`config.mk`:
```
export PLATFORM = sky130hd
export DESIGN_NAME = process_alarm_relay_select
export DESIGN_NICKNAME = d
export VERILOG_FILES = /design/src/rtl/process_alarm_relay_select.v /design/src/rtl/hyst_compare.v /design/src/rtl/relay_source_mux.v
export VERILOG_INCLUDE_DIRS = /design/src /design/src/rtl
export SDC_FILE = /design/constraint.sdc
export NUM_CORES = 1
export LEC_CHECK = 0
export BUFFER_PORTS_ARGS = -buffer_cell sky130_fd_sc_hd__buf_2
export CELL_PAD_IN_SITES_DETAIL_PLACEMENT = 1
export CELL_PAD_IN_SITES_GLOBAL_PLACEMENT = 1
export CORE_MARGIN = 4
export CORE_UTILIZATION = 47
export CTS_BUF_LIST = sky130_fd_sc_hd__clkbuf_2
export DETAILED_ROUTE_END_ITERATION = 10
export PLACE_DENSITY_LB_ADDON = 0.1
export SLEW_MARGIN = 5
export SYNTH_ARGS = -nofsm -noshare
export SYNTH_HDL_FRONTEND = slang
export SYNTH_SLANG_ARGS = --single-unit
export TNS_END_PERCENT = 5
```
`constraint.sdc`:
```
create_clock -name i_clk_sys -period 6.9 [get_ports i_clk_sys]
set_input_delay 0.345 -clock i_clk_sys [delete_from_list [all_inputs] [get_ports i_clk_sys]]
set_output_delay 0.345 -clock i_clk_sys [all_outputs]
set_load 0.05 [all_outputs]
```
`src/rtl/alarm_relay_defines.vh`:
```
`ifndef ALARM_RELAY_DEFINES_VH
`define ALARM_RELAY_DEFINES_VH

// Percent values are signed 16-bit tenths of a percent
`define PCT_W 16
`define PCT_MAX 16'sd1000
`define PCT_MIN -16'sd1000
`define HIGH_THR_RST 16'h0320
`define LOW_THR_RST 16'h00C8
// Half of the 2% band: set/clear one percent either side
`define HYST_HALF 16'h000A
// Display scale registers reset to 100
`define SCALE_RST 16'h0064

// Relay source codes
`define SRC_W 5
`define SRC_RUN 5'h00
`define SRC_TRIP 5'h01
`define SRC_OVERRIDE 5'h02
`define SRC_PROOF 5'h03
`define SRC_ZERO 5'h04
`define SRC_ATSPD 5'h05
`define SRC_UNDER 5'h06
`define SRC_OVER 5'h07
`define SRC_ON 5'h08
`define SRC_OFF 5'h09
`define SRC_ARFAIL 5'h0A
`define SRC_FWD 5'h0B
`define SRC_REV 5'h0C
`define SRC_ENA 5'h0D
`define SRC_OVLD 5'h0E
`define SRC_TEMP 5'h0F
`define SRC_PHIGH 5'h10
`define SRC_PLOW 5'h11
`define SRC_LAST 5'h11
`define NUM_STAT 14

// Register word offsets (byte address is the offset times four)
`define ADDR_W 4
`define REG_CTRL 4'h0
`define REG_HIGH 4'h1
`define REG_LOW 4'h2
`define REG_SRC 4'h3
`define REG_STAT 4'h4
`define REG_IRQ 4'h5
`define REG_MASK 4'h6
`define REG_DISP 4'h7
`define REG_SEL 4'h8

// Control bits
`define CTRL_UP 0
`define CTRL_DOWN 1
`define CTRL_ACCEPT 2
`define CTRL_ABORT 3
`define CTRL_LOOPVIEW 4

// Interrupt bits
`define IRQ_W 3
`define IRQ_HIGH 0
`define IRQ_LOW 1
`define IRQ_RELAY 2

`endif

```
`src/rtl/process_alarm_relay_select.v`:
```
// Our own choices: register access over Avalon-MM and the address map.
`timescale 1ns/10ps
`include "alarm_relay_defines.vh"

module process_alarm_relay_select (
   // Clock and reset
   input wire i_clk_sys,
   input wire i_rst_b,
   // Avalon-MM slave
   input wire [`ADDR_W+1:0] i_avs_address,
   input wire i_avs_read,
   input wire i_avs_write,
   input wire [31:0] i_avs_writedata,
   input wire [3:0] i_avs_byteenable,
   output wire [31:0] o_avs_readdata,
   output wire o_avs_waitrequest,
   output wire [1:0] o_avs_response,
   // Process inputs
   input wire signed [`PCT_W-1:0] i_process_value,
   input wire signed [`PCT_W-1:0] i_setpoint,
   input wire signed [`PCT_W-1:0] i_run_variable,
   input wire signed [`PCT_W-1:0] i_speed_reference,
   // Drive status flags, one per status source
   input wire [`NUM_STAT-1:0] i_drive_status,
   // Relay and interrupt
   output wire o_relay,
   output wire o_irq,
   // Display
   output reg [`PCT_W-1:0] o_disp_top,
   output reg [`PCT_W-1:0] o_disp_bottom,
   output reg o_disp_units_process
);

   // ------------------------------------------------------------
   // Register state
   // ------------------------------------------------------------
   reg signed [`PCT_W-1:0] high_thresh;
   reg signed [`PCT_W-1:0] low_thresh;
   reg [`SRC_W-1:0] option_relay_source;
   reg [`SRC_W-1:0] browse_source;
   reg loop_output_view;
   reg [15:0] run_display_scale;
   reg [15:0] process_display_scale;
   reg [`IRQ_W-1:0] irq_status;
   reg [`IRQ_W-1:0] irq_mask;
   reg [31:0] readdata;
   reg rd_done;
   wire process_high_alarm;
   wire process_low_alarm;
   wire relay_drive;
   reg high_d;
   reg low_d;
   reg relay_d;

   // Single-word writes only take the low 16 bits when both low lanes enabled
   wire wr_ok = i_avs_write && (i_avs_byteenable[1:0] == 2'b11);
   wire [`ADDR_W-1:0] widx = i_avs_address[`ADDR_W+1:2];
   wire wr_ctrl = wr_ok && (widx == `REG_CTRL);

   // ------------------------------------------------------------
   // Helpers
   // ------------------------------------------------------------
   function signed [`PCT_W-1:0] clamp_pct;
      input signed [`PCT_W-1:0] v;
      begin
         if (v > `PCT_MAX) begin
            clamp_pct = `PCT_MAX;
         end else if (v < `PCT_MIN) begin
            clamp_pct = `PCT_MIN;
         end else begin
            clamp_pct = v;
         end
      end
   endfunction

   function [`SRC_W-1:0] step_src;
      input [`SRC_W-1:0] s;
      input up;
      begin
         if (up) begin
            step_src = (s == `SRC_LAST) ? `SRC_RUN : s + 5'h01;
         end else begin
            step_src = (s == `SRC_RUN) ? `SRC_LAST : s - 5'h01;
         end
      end
   endfunction

   function [31:0] sx;
      input [`PCT_W-1:0] v;
      begin
         sx = {{(32-`PCT_W){v[`PCT_W-1]}}, v};
      end
   endfunction

   // ------------------------------------------------------------
   // Register writes
   // ------------------------------------------------------------
   always @(posedge i_clk_sys or negedge i_rst_b) begin
      if (!i_rst_b) begin
         high_thresh <= `HIGH_THR_RST;
         low_thresh <= `LOW_THR_RST;
         option_relay_source <= `SRC_RUN;
         browse_source <= `SRC_RUN;
         loop_output_view <= 1'b0;
         run_display_scale <= `SCALE_RST;
         process_display_scale <= `SCALE_RST;
         irq_mask <= {`IRQ_W{1'b0}};
      end else begin
         if (wr_ok) begin
            case (widx)
               `REG_HIGH: high_thresh <= clamp_pct(i_avs_writedata[`PCT_W-1:0]);
               `REG_LOW: low_thresh <= clamp_pct(i_avs_writedata[`PCT_W-1:0]);
               `REG_MASK: irq_mask <= i_avs_writedata[`IRQ_W-1:0];
               `REG_DISP: begin
                  run_display_scale <= i_avs_writedata[15:0];
               end
               `REG_SEL: process_display_scale <= i_avs_writedata[15:0];
               default: irq_mask <= irq_mask;
            endcase
         end
         if (wr_ctrl) begin
            loop_output_view <= i_avs_writedata[`CTRL_LOOPVIEW];
            if (i_avs_writedata[`CTRL_ABORT]) begin
               browse_source <= option_relay_source;
            end else if (i_avs_writedata[`CTRL_ACCEPT]) begin
               option_relay_source <= browse_source;
            end else if (i_avs_writedata[`CTRL_UP]) begin
               browse_source <= step_src(browse_source, 1'b1);
            end else if (i_avs_writedata[`CTRL_DOWN]) begin
               browse_source <= step_src(browse_source, 1'b0);
            end
         end
      end
   end

   // ------------------------------------------------------------
   // Alarms and relay
   // ------------------------------------------------------------
   // No gating by loop state
   hyst_compare u_high (
      .i_clk_sys(i_clk_sys),
      .i_rst_b(i_rst_b),
      .i_above(1'b1),
      .i_value(i_process_value),
      .i_thresh(high_thresh),
      .o_alarm(process_high_alarm)
   );

   hyst_compare u_low (
      .i_clk_sys(i_clk_sys),
      .i_rst_b(i_rst_b),
      .i_above(1'b0),
      .i_value(i_process_value),
      .i_thresh(low_thresh),
      .o_alarm(process_low_alarm)
   );

   relay_source_mux u_mux (
      .i_clk_sys(i_clk_sys),
      .i_rst_b(i_rst_b),
      .i_source(option_relay_source),
      .i_status(i_drive_status),
      .i_high_alarm(process_high_alarm),
      .i_low_alarm(process_low_alarm),
      .o_relay(relay_drive)
   );

   assign o_relay = relay_drive;

   // ------------------------------------------------------------
   // Interrupts
   // ------------------------------------------------------------
   wire [`IRQ_W-1:0] irq_set;
   assign irq_set[`IRQ_HIGH] = process_high_alarm & ~high_d;
   assign irq_set[`IRQ_LOW] = process_low_alarm & ~low_d;
   assign irq_set[`IRQ_RELAY] = relay_drive ^ relay_d;
   wire [`IRQ_W-1:0] irq_clr = (wr_ok && widx == `REG_IRQ) ?
                               i_avs_writedata[`IRQ_W-1:0] : {`IRQ_W{1'b0}};

   always @(posedge i_clk_sys or negedge i_rst_b) begin
      if (!i_rst_b) begin
         irq_status <= {`IRQ_W{1'b0}};
         high_d <= 1'b0;
         low_d <= 1'b0;
         relay_d <= 1'b0;
      end else begin
         high_d <= process_high_alarm;
         low_d <= process_low_alarm;
         relay_d <= relay_drive;
         // Set beats clear so no edge is lost
         irq_status <= (irq_status & ~irq_clr) | irq_set;
      end
   end

   assign o_irq = |(irq_status & irq_mask);

   // ------------------------------------------------------------
   // Display
   // ------------------------------------------------------------
   always @(posedge i_clk_sys or negedge i_rst_b) begin
      if (!i_rst_b) begin
         o_disp_top <= {`PCT_W{1'b0}};
         o_disp_bottom <= {`PCT_W{1'b0}};
         o_disp_units_process <= 1'b0;
      end else if (loop_output_view) begin
         o_disp_top <= i_process_value;
         o_disp_bottom <= i_setpoint;
         o_disp_units_process <= 1'b1;
      end else begin
         o_disp_top <= i_run_variable;
         o_disp_bottom <= i_speed_reference;
         o_disp_units_process <= 1'b0;
      end
   end

   // ------------------------------------------------------------
   // Bus read path
   // ------------------------------------------------------------
   // Reads take one wait cycle so data come from a register
   always @(posedge i_clk_sys or negedge i_rst_b) begin
      if (!i_rst_b) begin
         readdata <= 32'h0000_0000;
         rd_done <= 1'b0;
      end else begin
         rd_done <= i_avs_read && !rd_done;
         // Capture once per read so data stand until the next access
         if (i_avs_read && !rd_done) begin
            case (widx)
               `REG_CTRL: readdata <= {27'h000_0000, loop_output_view, 4'h0};
               `REG_HIGH: readdata <= sx(high_thresh);
               `REG_LOW: readdata <= sx(low_thresh);
               `REG_SRC: readdata <= {16'h0000, 3'h0, browse_source, 3'h0, option_relay_source};
               `REG_STAT: readdata <= {29'h0000_0000, relay_drive, process_low_alarm,
                                       process_high_alarm};
               `REG_IRQ: readdata <= {29'h0000_0000, irq_status};
               `REG_MASK: readdata <= {29'h0000_0000, irq_mask};
               `REG_DISP: readdata <= {16'h0000, run_display_scale};
               `REG_SEL: readdata <= {16'h0000, process_display_scale};
               default: readdata <= 32'h0000_0000;
            endcase
         end
      end
   end

   assign o_avs_waitrequest = i_avs_read && !rd_done;
   assign o_avs_readdata = readdata;
   // Unmapped indices answer decode error
   assign o_avs_response = (widx > `REG_SEL) ? 2'b11 : 2'b00;

endmodule

```
`src/rtl/hyst_compare.v`:
```
`timescale 1ns/10ps
`include "alarm_relay_defines.vh"

module hyst_compare (
   // Clock and reset
   input wire i_clk_sys,
   input wire i_rst_b,
   // Compare
   input wire i_above,
   input wire signed [`PCT_W-1:0] i_value,
   input wire signed [`PCT_W-1:0] i_thresh,
   output reg o_alarm
);

   wire signed [`PCT_W:0] set_lvl;
   wire signed [`PCT_W:0] clr_lvl;
   wire signed [`PCT_W:0] val;

   assign val = {i_value[`PCT_W-1], i_value};
   // Band edges one percent either side of threshold
   assign set_lvl = i_above ? ({i_thresh[`PCT_W-1], i_thresh} + $signed({1'b0, `HYST_HALF}))
                            : ({i_thresh[`PCT_W-1], i_thresh} - $signed({1'b0, `HYST_HALF}));
   assign clr_lvl = i_above ? ({i_thresh[`PCT_W-1], i_thresh} - $signed({1'b0, `HYST_HALF}))
                            : ({i_thresh[`PCT_W-1], i_thresh} + $signed({1'b0, `HYST_HALF}));

   always @(posedge i_clk_sys or negedge i_rst_b) begin
      if (!i_rst_b) begin
         o_alarm <= 1'b0;
      end else if (i_above) begin
         if (val > set_lvl) begin
            o_alarm <= 1'b1;
         end else if (val < clr_lvl) begin
            o_alarm <= 1'b0;
         end
      end else begin
         if (val < set_lvl) begin
            o_alarm <= 1'b1;
         end else if (val > clr_lvl) begin
            o_alarm <= 1'b0;
         end
      end
   end

endmodule

```
`src/rtl/relay_source_mux.v`:
```
`timescale 1ns/10ps
`include "alarm_relay_defines.vh"

module relay_source_mux (
   // Clock and reset
   input wire i_clk_sys,
   input wire i_rst_b,
   // Selection
   input wire [`SRC_W-1:0] i_source,
   input wire [`NUM_STAT-1:0] i_status,
   input wire i_high_alarm,
   input wire i_low_alarm,
   // Relay
   output reg o_relay
);

   reg next_relay;
   reg [`NUM_STAT-1:0] pick;
   integer k;

   // One-hot decode of the drive status codes, skipping the forced pair
   always @* begin
      pick = {`NUM_STAT{1'b0}};
      for (k = 0; k < `NUM_STAT; k = k + 1) begin
         if (k < 8) begin
            pick[k] = (i_source == k[`SRC_W-1:0]);
         end else begin
            pick[k] = (i_source == (k[`SRC_W-1:0] + 5'h02));
         end
      end
   end

   always @* begin
      next_relay = |(pick & i_status);
      case (i_source)
         `SRC_ON: next_relay = 1'b1;
         `SRC_OFF: next_relay = 1'b0;
         `SRC_PHIGH: next_relay = i_high_alarm;
         `SRC_PLOW: next_relay = i_low_alarm;
         default: next_relay = next_relay;
      endcase
   end

   always @(posedge i_clk_sys or negedge i_rst_b) begin
      if (!i_rst_b) begin
         o_relay <= 1'b0;
      end else begin
         o_relay <= next_relay;
      end
   end

endmodule

```
==> results of run 1 <==
## power breakdown
part           switching (W)  internal [W]
sequential          0.000118      0.000909
combinational       0.000473      0.000360
clock               0.000347      0.000104
## area by class of cell
| type | count | area [um2] |
|---|---|---|
| inverters | 20 | 75.1 |
| fillers | 2144 | 8010 |
| repair buffers | 253 | 1670 |
| flip-flops and latches | 138 | 3470 |
| clock buffers | 18 | 90.1 |
| well taps | 234 | 293 |
| multi-input cells | 658 | 4930 |
| clock inverters | 14 | 113 |
## through the flow
step / cells / utilization [%] / hold slack [ns]
after floorplan: 894 / - / 0.0494
after global placement: 1225 / 51.8 / 0.447
after detailed placement: 1225 / 51.8 / 0.444
after CTS: 1335 / 57.0 / 0.00348
after global routing: 1335 / 57.0 / 0.0269
final: 1335 / 57.0 / 0.0476
## sequential cells by signal, summed over array words and instances (netlist names)
name and count:
o_avs_readdata 17, high_thresh 16, low_thresh 16, o_disp_bottom 16
o_disp_top 16, process_display_scale 16, run_display_scale 16, browse_source 5
option_relay_source 5, irq_mask 3, irq_status 3, high_d 1
loop_output_view 1, low_d 1, o_disp_units_process 1, rd_done 1
relay_d 1, u_high.o_alarm 1, u_low.o_alarm 1, u_mux.o_relay 1
## worst max-delay path, stage by stage (launching register included)
cell	delay, ns
dfrtp_1	0.63
and4_1	0.30
nand3_1	0.11
nor2_1	0.24
and3_1	0.26
nand3_1	0.11
xor2_1	0.16
ha_1	0.31
nand3_1	0.08
or3_1	0.37
nor3_1	0.21
nand4_1	0.22
o211a_1	0.18
o221ai_1	0.15
## routing by layer
layer	routed length, um	share of wire (%)	vias up
li1	-	-	3600
met5	0	0	-
met2	13900	51	179
met4	542	2.0	0
met3	980	3.6	41
met1	11800	43	3841
## how the worst min path moves through the flow
stage / from / to / cells after the start
floorplan: i_rst_b / browse_source[0]$_DFFE_PN0P_ / 0
global placement: u_mux.o_relay$_DFF_PN0_ / relay_d$_DFF_PN0_ / 0
detailed placement: u_mux.o_relay$_DFF_PN0_ / relay_d$_DFF_PN0_ / 0
CTS: i_avs_writedata[0] / high_thresh[0]$_DFFE_PN0P_ / 3
global route: i_avs_writedata[0] / high_thresh[0]$_DFFE_PN0P_ / 3
finish: i_avs_writedata[0] / high_thresh[0]$_DFFE_PN0P_ / 3
## cell families after synthesis
family	synth area share (%)
and+or+nand+nor	13.5
DFF	39.1
xor gates and xnor gates	5.33
muxes	11.3
buffers and inverters	5.48
AOI/OAI and AO/OA	15.2
adders and majority gates	10.1
## layout by cell type (no fill, tap or decap), types with 18 or more instances in the layout
cell type	instances
buf_2	172
dfrtp_1	126
nand2_1	105
dlygate4sd3_1	78
ha_1	72
mux2_2	64
a21oi_1	53
o21ai_0	50
nor2_1	41
xor2_1	31
xnor2_1	23
inv_1	20
a22oi_1	18
clkbuf_2	18
==> impl_results.md, run 1 <==
- Clk_lat worst skew: 0.76 ns
- Final Cycle Share: 49.3%
- Final Max Slew Viols: 0
- Sequential-to-total area share from yosys stat: 39.1%
- Crit path DAT: 4.07 ns
- CTS max path bufs: 2
- Number of H-tree levels: 4
- R2r setup slk: 3.50 ns
- Layout cells sized above 1: 28.0%
- MaxCap Viol Count: 0
- Via density: 5.74
- Core area: 0.0186 mm2
- Layout Skew: 0.0515 ns
- Pleak: 4.94 nW
- Area growth from synthesis to layout: 19.7%
- Worst reg2reg path depth: 13
- Gr busiest metal: met2
- Via count: 7661
- Chip height: 145 um
- Total CTS buffers: 17
- Vias in the first global route: 8180
- Unrepaired setup endpoints after global routing: no
- PostCTS Resize Cnt: 0
- Max-slew headroom: 24.0%
- Final ANT Viol Nets: 0
- Avg Cell Area, Syn: 9.93 um2
- Synth async-reset ratio: 100%
- Post-DP HPWL: 18.8 mm
- Crit end category: flop
- Largest net degree at the start of global routing: 95
- Met2 Use GR: 46.3%
- Final Wtd Congestion: 0.892
- Grt ovf: 0
- Critical path startpoint category: flop
- Worst R2R Start: low_thresh[4]$_DFFE_PN0P_
- Starting density of the core: 47.6%
- Least-Margin Pin Slew: 1.14 ns
- Required @ worst endpoint: 7.57 ns
- FF+latch count, synth: 138
- Final setup fails: 0
- Terminus of the critical flop-to-flop path: u_low.o_alarm$_DFFE_PN0P_
- Outcome: finished clean
- Setup_tns: 0 ns
- Synthesized area: 0.00888 mm2
- Post-CTS setup buffer count: 0
- Root Buffer: clkbuf_2
- Netlist cell types: 71
- CTS sink count: 138
- Synth area leaders: dfrtp_1 (36%), ha_1 (10%), mux2_2 (8.1%)
- Placed Area: 0.00965 mm2
- Tot GR Track Use: 26.3%
- Final Hold Fails: 0
- Met3 Usage GRT: 3.33%
- Antenna violations before repair: 0
- Place WS: 3.54 ns
- Origin of the worst setup path: low_thresh[4]$_DFFE_PN0P_
- # rows: 50
- EDFF count, synth: 0
- Ant. Diodes: 0
- Synth top area share: 35.5%
- IO Pins: 194
- Avg WL per Cell: 20.4 um
- CP max FO: 11
- Clock slew at the register clock pins of the worst setup and hold paths: 0.22 ns
- Worst VDD drop: 0.138 mV
- DRC violations left: 0
- Minimum clock period: 3.40 ns
- FMAX: 294 MHz
- Die Wd: 145 um
- Most frequent cell after synthesis: dfrtp_1
- Met1 usage: 34.2%
- CTS Hold Bufs: 78
- Drt first pass iters: 5
- Die area: 0.0212 mm2
- Global-route wire length before repair: 44.7 mm
- CTS tree: built
- Final WS setup: 3.50 ns
- Final Instance Area: 0.0106 mm2
- Synth top cells by count: dfrtp_1 (126), nand2_1 (105), ha_1 (72)
- Yosys warnings: 0
- Final net count: 1284
- Cell count after synthesis: 894
- Worst setup path class: reg -> reg
- Total power per unit cell area: 217 mW/mm2
- HP Class: in -> reg
- Cell accounting for the most synthesized area: dfrtp_1
- Total Wirelength: 27.2 mm
- Tot Pwr: 0.00231 W
- Post-Syn Nets: 1090
- Iteration-0 DRC Markers: 342
- Top FF cell, synth: dfrtp_1
- I/O Buffers: 173
- Crit path capture: u_low.o_alarm$_DFFE_PN0P_
(Power assumes the default switching activity.)
==> run 2: changes to the inputs <==
--- a/config.mk
+++ b/config.mk
@@ -10,7 +10,7 @@
 export CELL_PAD_IN_SITES_DETAIL_PLACEMENT = 1
 export CELL_PAD_IN_SITES_GLOBAL_PLACEMENT = 1
 export CORE_MARGIN = 4
-export CORE_UTILIZATION = 47
+export CORE_UTILIZATION = 39
 export CTS_BUF_LIST = sky130_fd_sc_hd__clkbuf_2
 export DETAILED_ROUTE_END_ITERATION = 10
 export PLACE_DENSITY_LB_ADDON = 0.1
==> constraint.sdc (replaced) <==
create_clock -name i_clk_sys -period 3.12 [get_ports i_clk_sys]
set_input_delay 0.156 -clock i_clk_sys [delete_from_list [all_inputs] [get_ports i_clk_sys]]
set_output_delay 0.156 -clock i_clk_sys [all_outputs]
set_load 0.05 [all_outputs]
==> run 2 against run 1 <==
- design area increased by 4.4%
- die area rose by 19%
- clock skew down 0.015 ns
- cell count increased by 6.1%
- total power is 130% higher
- via count is 0.34% higher
- routed wire length grew 6.7%
- sequential cell count unchanged
- critical path type unchanged
- critical endpoint unchanged
- highest routed layer unchanged
==> impl_results.md, run 2 (synthesis results as in run 1) <==
- DRC violations left: 0
- Drt first pass iters: 4
- Sequential power share: 41.0%
- Via count: 7687
- CP max stage cell: dfstp_2
- Max reg flops: 17
- Crit end category: flop
- Post-DP HPWL: 21.1 mm
- Grt ovf: 0
- Worst setup path class: reg -> reg
- CTS max path bufs: 2
- Required @ worst endpoint: 3.76 ns
- Final Util: 50.2%
- Final Instance Area: 0.0111 mm2
- I/O Buffers: 173
- IO Pins: 194
- Sw Pwr: 0.00216 W
- Clock slew at the register clock pins of the worst setup and hold paths: 0.26 ns
- Worst R2R Start: low_thresh[7]$_DFFE_PN1P_
- # rows: 54
- Final Hold Fails: 0
- Final Max Slew Viols: 0
- CTS tree: built
- Starting density of the core: 40.2%
- Layout Skew: 0.0366 ns
- Switching share of power: 39.9%
- Final Cycle Share: 96.7%
- Buf/Inv on CP: 0
- Worst Hold Path Cells: 3
- CTS sink count: 138
- Number of H-tree levels: 4
- Area growth from synthesis to layout: 25.0%
- Pleak: 5.15 nW
- Total CTS buffers: 17
- Worst reg2reg path depth: 13
- Total power per unit cell area: 489 mW/mm2
- FMAX: 331 MHz
- Final setup fails: 0
- Crit path DAT: 3.66 ns
- Root Buffer: clkbuf_2
- Outcome: finished clean
- Worst hold endpoint: u_low.o_alarm$_DFFE_PN0P_
- Die area: 0.0253 mm2
- Storage cell area: 0.00347 mm2
- Die Wd: 159 um
- Placed Area: 0.00990 mm2
- Internal Pwr Total: 0.00326 W
- CP Cell Sequence: and4_4 -> nand3_2 -> nor2_2 -> and3_4 -> nand3_1 -> xor2_1 -> ha_1 -> nand3_1 -> or3_1 -> nor3_2 -> nand4_1 -> o211a_1 -> o221ai_1
- Tot GR Track Use: 23.2%
- Worst VDD drop: 0.266 mV
- Largest net degree at the start of global routing: 51
- Most frequent cells in the layout: buf_2 (172), dfrtp_1 (123), nand2_1 (105)
- Leading cell type in the layout, fill and taps excluded: buf_2
- Minimum clock period: 3.02 ns
- Multi-input logic area: 0.00496 mm2
- Vias in the first global route: 8202
- Total Wirelength: 29.1 mm
- Comb pwr share: 36.6%
- Global-route wire length before repair: 46.7 mm
- Iteration-0 DRC Markers: 287
- Critical path startpoint category: flop
- Largest stage delay, worst path: 0.59 ns
- R2r setup slk: 0.10 ns
- Clock power share: 22.5%
- Layout cells sized above 1: 30.4%
- Antenna violations before repair: 1
- MaxCap Viol Count: 0
- HP Class: in -> reg
- Core area: 0.0221 mm2
- Max-slew headroom: 34.1%
- Crit-path most repeated cell: nand3_1
- Final ANT Viol Nets: 0
- Final net count: 1319
- Hold_sp: i_process_value[15]
- Chip height: 159 um
- CP max FO: 3
- Via density: 5.42
- Clk_lat worst skew: 0.72 ns
- Terminus of the critical flop-to-flop path: u_low.o_alarm$_DFFE_PN0P_
- Delay-heaviest family, CP: simple AND/OR/NAND/NOR gates
- Avg WL per Cell: 20.5 um
- Fill cells: 2552
- Least-Margin Pin Slew: 0.986 ns
- Final Wtd Congestion: 0.816
[run 2: worst max path at each step]
stage	from	end	slack (ns)	depth (start not counted)
floorplan	low_thresh[7]$_DFFE_PN1P_	u_low.o_alarm$_DFFE_PN0P_	0.23	13
global placement	low_thresh[7]$_DFFE_PN1P_	u_low.o_alarm$_DFFE_PN0P_	0.19	13
detailed placement	low_thresh[7]$_DFFE_PN1P_	u_low.o_alarm$_DFFE_PN0P_	0.16	13
CTS	low_thresh[7]$_DFFE_PN1P_	u_low.o_alarm$_DFFE_PN0P_	0.07	13
global route	low_thresh[7]$_DFFE_PN1P_	u_low.o_alarm$_DFFE_PN0P_	-0.08	13
finish	low_thresh[7]$_DFFE_PN1P_	u_low.o_alarm$_DFFE_PN0P_	0.10	13
[run 2: metrics by stage]
stage               TNS, ns  cells  hold slack (ns)  total power, W  setup slack, ns
floorplan                 0    894           -0.140         0.00350            0.229
global placement          0   1295            0.232         0.00404            0.192
detailed placement        0   1295            0.238         0.00410            0.163
CTS                       0   1414          0.00521         0.00547           0.0748
global route        -0.0800   1417           0.0195         0.00580          -0.0800
finish                    0   1417           0.0909         0.00543            0.102
[run 2: metal layers]
layer  track usage [%]  up-vias  part of all wire (%)
met2              40.7      135                    51
li1                  -     3658                     -
met5                 0        -                     0
met3              3.68       17                   3.1
met4              3.83        0                  0.83
met1              30.9     3877                    45
[run 2: worst reg2reg max path, cell delays in order, from the launching register on]
cell      delay [ns]
dfstp_2         0.59
and4_4          0.24
nand3_2         0.10
nor2_2          0.16
and3_4          0.22
nand3_1         0.09
xor2_1          0.17
ha_1            0.32
nand3_1         0.08
or3_1           0.34
nor3_2          0.21
nand4_1         0.14
o211a_1         0.14
o221ai_1        0.14
[run 2: cell type report]
class / count / area share [%]
timing repair buffer: 288 / 17.9
multi-input combinational: 658 / 44.6
sequential: 138 / 31.3
inverter: 20 / 0.676
tap: 280 / 3.16
clock buffer: 17 / 0.766
clock inverter: 15 / 1.59
antenna: 1 / 0.0225
[run 2: repair_timing]
| action | 4_1_cts | 5_1_grt |
|---|---|---|
| endpoints found under the hold margin | 243 | 0 |
| gates resized for setup | 0 | 10 |
| buffers inserted | 0 | 2 |
| setup endpoints to repair | 0 | 2 |
| hold buffers | 87 | 0 |
[run 2: power groups by stage]
stage	Clock [W]	Combinational [W]	Sequential (W)
2_1_floorplan	0	0.00115	0.00235
3_3_place_gp	0	0.00181	0.00224
3_5_place_dp	0	0.00186	0.00225
4_1_cts	0.00126	0.00199	0.00222
5_1_grt	0.00135	0.00220	0.00226
6_report	0.00122	0.00198	0.00222
==> run 3: changes to the inputs <==
--- a/config.mk
+++ b/config.mk
@@ -13,7 +13,7 @@
 export CORE_UTILIZATION = 39
 export CTS_BUF_LIST = sky130_fd_sc_hd__clkbuf_2
 export DETAILED_ROUTE_END_ITERATION = 10
-export PLACE_DENSITY_LB_ADDON = 0.1
+export PLACE_DENSITY = 0.87
 export SLEW_MARGIN = 5
 export SYNTH_ARGS = -nofsm -noshare
 export SYNTH_HDL_FRONTEND = slang
==> run 3 against run 2 <==
- clock power decreased by 6%
- fmax decreased by 2.3%
- sequential share of layout area increased by 0.074 points
- total power decreased by 0.29%
- critical endpoint unchanged
- largest cell class unchanged
- highest routed layer is now met5
==> impl_results.md, run 3 (synthesis results as in run 1) <==
- R2r setup slk: 0.03 ns
- # rows: 54
- MaxCap Viol Count: 0
- Root Buffer: clkbuf_2
- Iteration-0 DRC Markers: 411
- Outcome: finished clean
- Final Max Slew Viols: 0
- Crit end category: flop
- Total power per unit cell area: 489 mW/mm2
- Fill cells: 2539
- Antenna violations before repair: 5
- Setup_tns: 0 ns
- I/O Buffers: 173
- Area growth from synthesis to layout: 24.7%
- CTS max path bufs: 2
- Number of H-tree levels: 4
- WL met2: 15.3 mm
- Worst VDD drop: 0.266 mV
- Total Wirelength: 30.3 mm
- Origin of the worst setup path: low_thresh[2]$_DFFE_PN0P_
- Worst R2R Start: low_thresh[2]$_DFFE_PN0P_
- Vias in the first global route: 9005
- Layout Skew: 0.0691 ns
- Crit path capture: u_low.o_alarm$_DFFE_PN0P_
- Final Hold Fails: 0
- DR top layer: met5
- Leading cell type in the layout, fill and taps excluded: buf_2
- Core area: 0.0221 mm2
- Via density: 5.67
- Clock slew at the register clock pins of the worst setup and hold paths: 0.30 ns
- Sw Pwr: 0.00215 W
- Chip height: 159 um
- Die Wd: 159 um
- Terminus of the critical flop-to-flop path: u_low.o_alarm$_DFFE_PN0P_
- Switching share of power: 39.8%
- DP Cell Count: 1295
- Final ANT Viol Nets: 0
- Post-DP HPWL: 20.7 mm
- Required @ worst endpoint: 3.74 ns
- M1 wire length: 12.8 mm
- Final net count: 1318
- HP Class: in -> reg
- Avg WL per Cell: 21.4 um
- Worst reg2reg path depth: 13
- Global-route wire length before repair: 48.6 mm
- Final Wtd Congestion: 0.902
- Grt ovf: 0
- Drt first pass iters: 5
- Final Cycle Share: 99.0%
- DRC violations left: 0
- Comb pwr share: 37.4%
- Total CTS buffers: 17
- Sequential power share: 41.3%
- Clk_lat worst skew: 0.79 ns
- CTS sink count: 138
- Tot Pwr: 0.00541 W
- Max reg flops: 17
- Hold Slack: 0.0528 ns
- Minimum clock period: 3.09 ns
- Met3 routed WL: 1.56 mm
- FMAX: 324 MHz
- Via count: 8045
- Layout cells sized above 1: 30.7%
- CTS tree: built
- Crit path DAT: 3.71 ns
- Clock power share: 21.3%
- IO Pins: 194
- Final setup fails: 0
- Final Util: 50.1%
- Max-slew headroom: 28.3%
- Largest net degree at the start of global routing: 58
- Tot GR Track Use: 23.6%
- Least-Margin Pin Slew: 1.07 ns
- CP max FO: 6
- Worst setup path class: reg -> reg
- Die area: 0.0253 mm2
- Pleak: 5.13 nW
- Starting density of the core: 40.2%
- Final Non-Filler Cells: 1419
- Critical path startpoint category: flop
- Most frequent cells in the layout: buf_2 (172), dfrtp_1 (123), nand2_1 (105)
- Internal Pwr Total: 0.00326 W
## run 3: per-layer routing
metal | GRT usage (%) | vias up
li1 | - | 3667
met1 | 29.5 | 4061
met2 | 41.5 | 269
met3 | 4.56 | 46
met4 | 7.34 | 2
met5 | 0 | -
## run 3: worst min path at each step
stage | start | endpoint | cells past startpoint
finish | i_avs_address[3] | irq_mask[0]$_DFFE_PN0P_ | 4
CTS | i_avs_address[2] | o_avs_readdata[2]$_DFFE_PN0P_ | 4
floorplan | i_rst_b | browse_source[0]$_DFFE_PN0P_ | 0
global placement | i_rst_b | o_disp_top[11]$_DFF_PN0_ | 1
global route | i_avs_address[3] | irq_mask[0]$_DFFE_PN0P_ | 4
detailed placement | i_rst_b | o_disp_top[11]$_DFF_PN0_ | 1
## run 3: cell type report
type                            instances  area (um2)  area share [%]
Inverter                               20        75.1           0.678
Clock buffer                           20         100           0.904
Clock inverter                         12         140            1.27
Multi-Input combinational cell        658        4970            44.9
Timing Repair Buffer                  287        1960            17.7
Antenna cell                            4        10.0          0.0904
Sequential cell                       138        3470            31.4
Tap cell                              280         350            3.16
## run 3: through the flow
step	instance area [um2]	setup slack (ns)
2_1_floorplan	8880	0.229
3_3_place_gp	9890	0.174
3_5_place_dp	9890	-0.0118
4_1_cts	11000	0.0149
5_1_grt	11100	-0.0998
6_report	11100	0.0298
## run 3: critical path, cell delays in order, from the launching register on
cell	delay, ns
dfrtp_1	0.51
inv_1	0.08
ha_1	0.22
nor2b_1	0.26
and2b_1	0.29
nand2b_4	0.12
nor4b_4	0.05
xnor2_1	0.15
ha_1	0.31
nand4_1	0.13
nor3_1	0.33
o22ai_1	0.19
o2111ai_1	0.19
o221ai_2	0.15
## run 3: power groups by stage
stage	sequential (W)	combinational, W	clock (W)
6_report	0.00223	0.00202	0.00115
5_1_grt	0.00227	0.00222	0.00126
4_1_cts	0.00222	0.00197	0.00116
3_5_place_dp	0.00225	0.00184	0
3_3_place_gp	0.00223	0.00174	0
2_1_floorplan	0.00235	0.00115	0
## run 3: timing repair
action / in CTS / in global routing
endpoints found under the hold margin: 240 / 0
buffers inserted: 0 / 3
setup endpoints to repair: 1 / 2
hold buffers: 85 / 0
pin swaps: 0 / 3
gates resized for setup: 1 / 13
cloned: 0 / 0
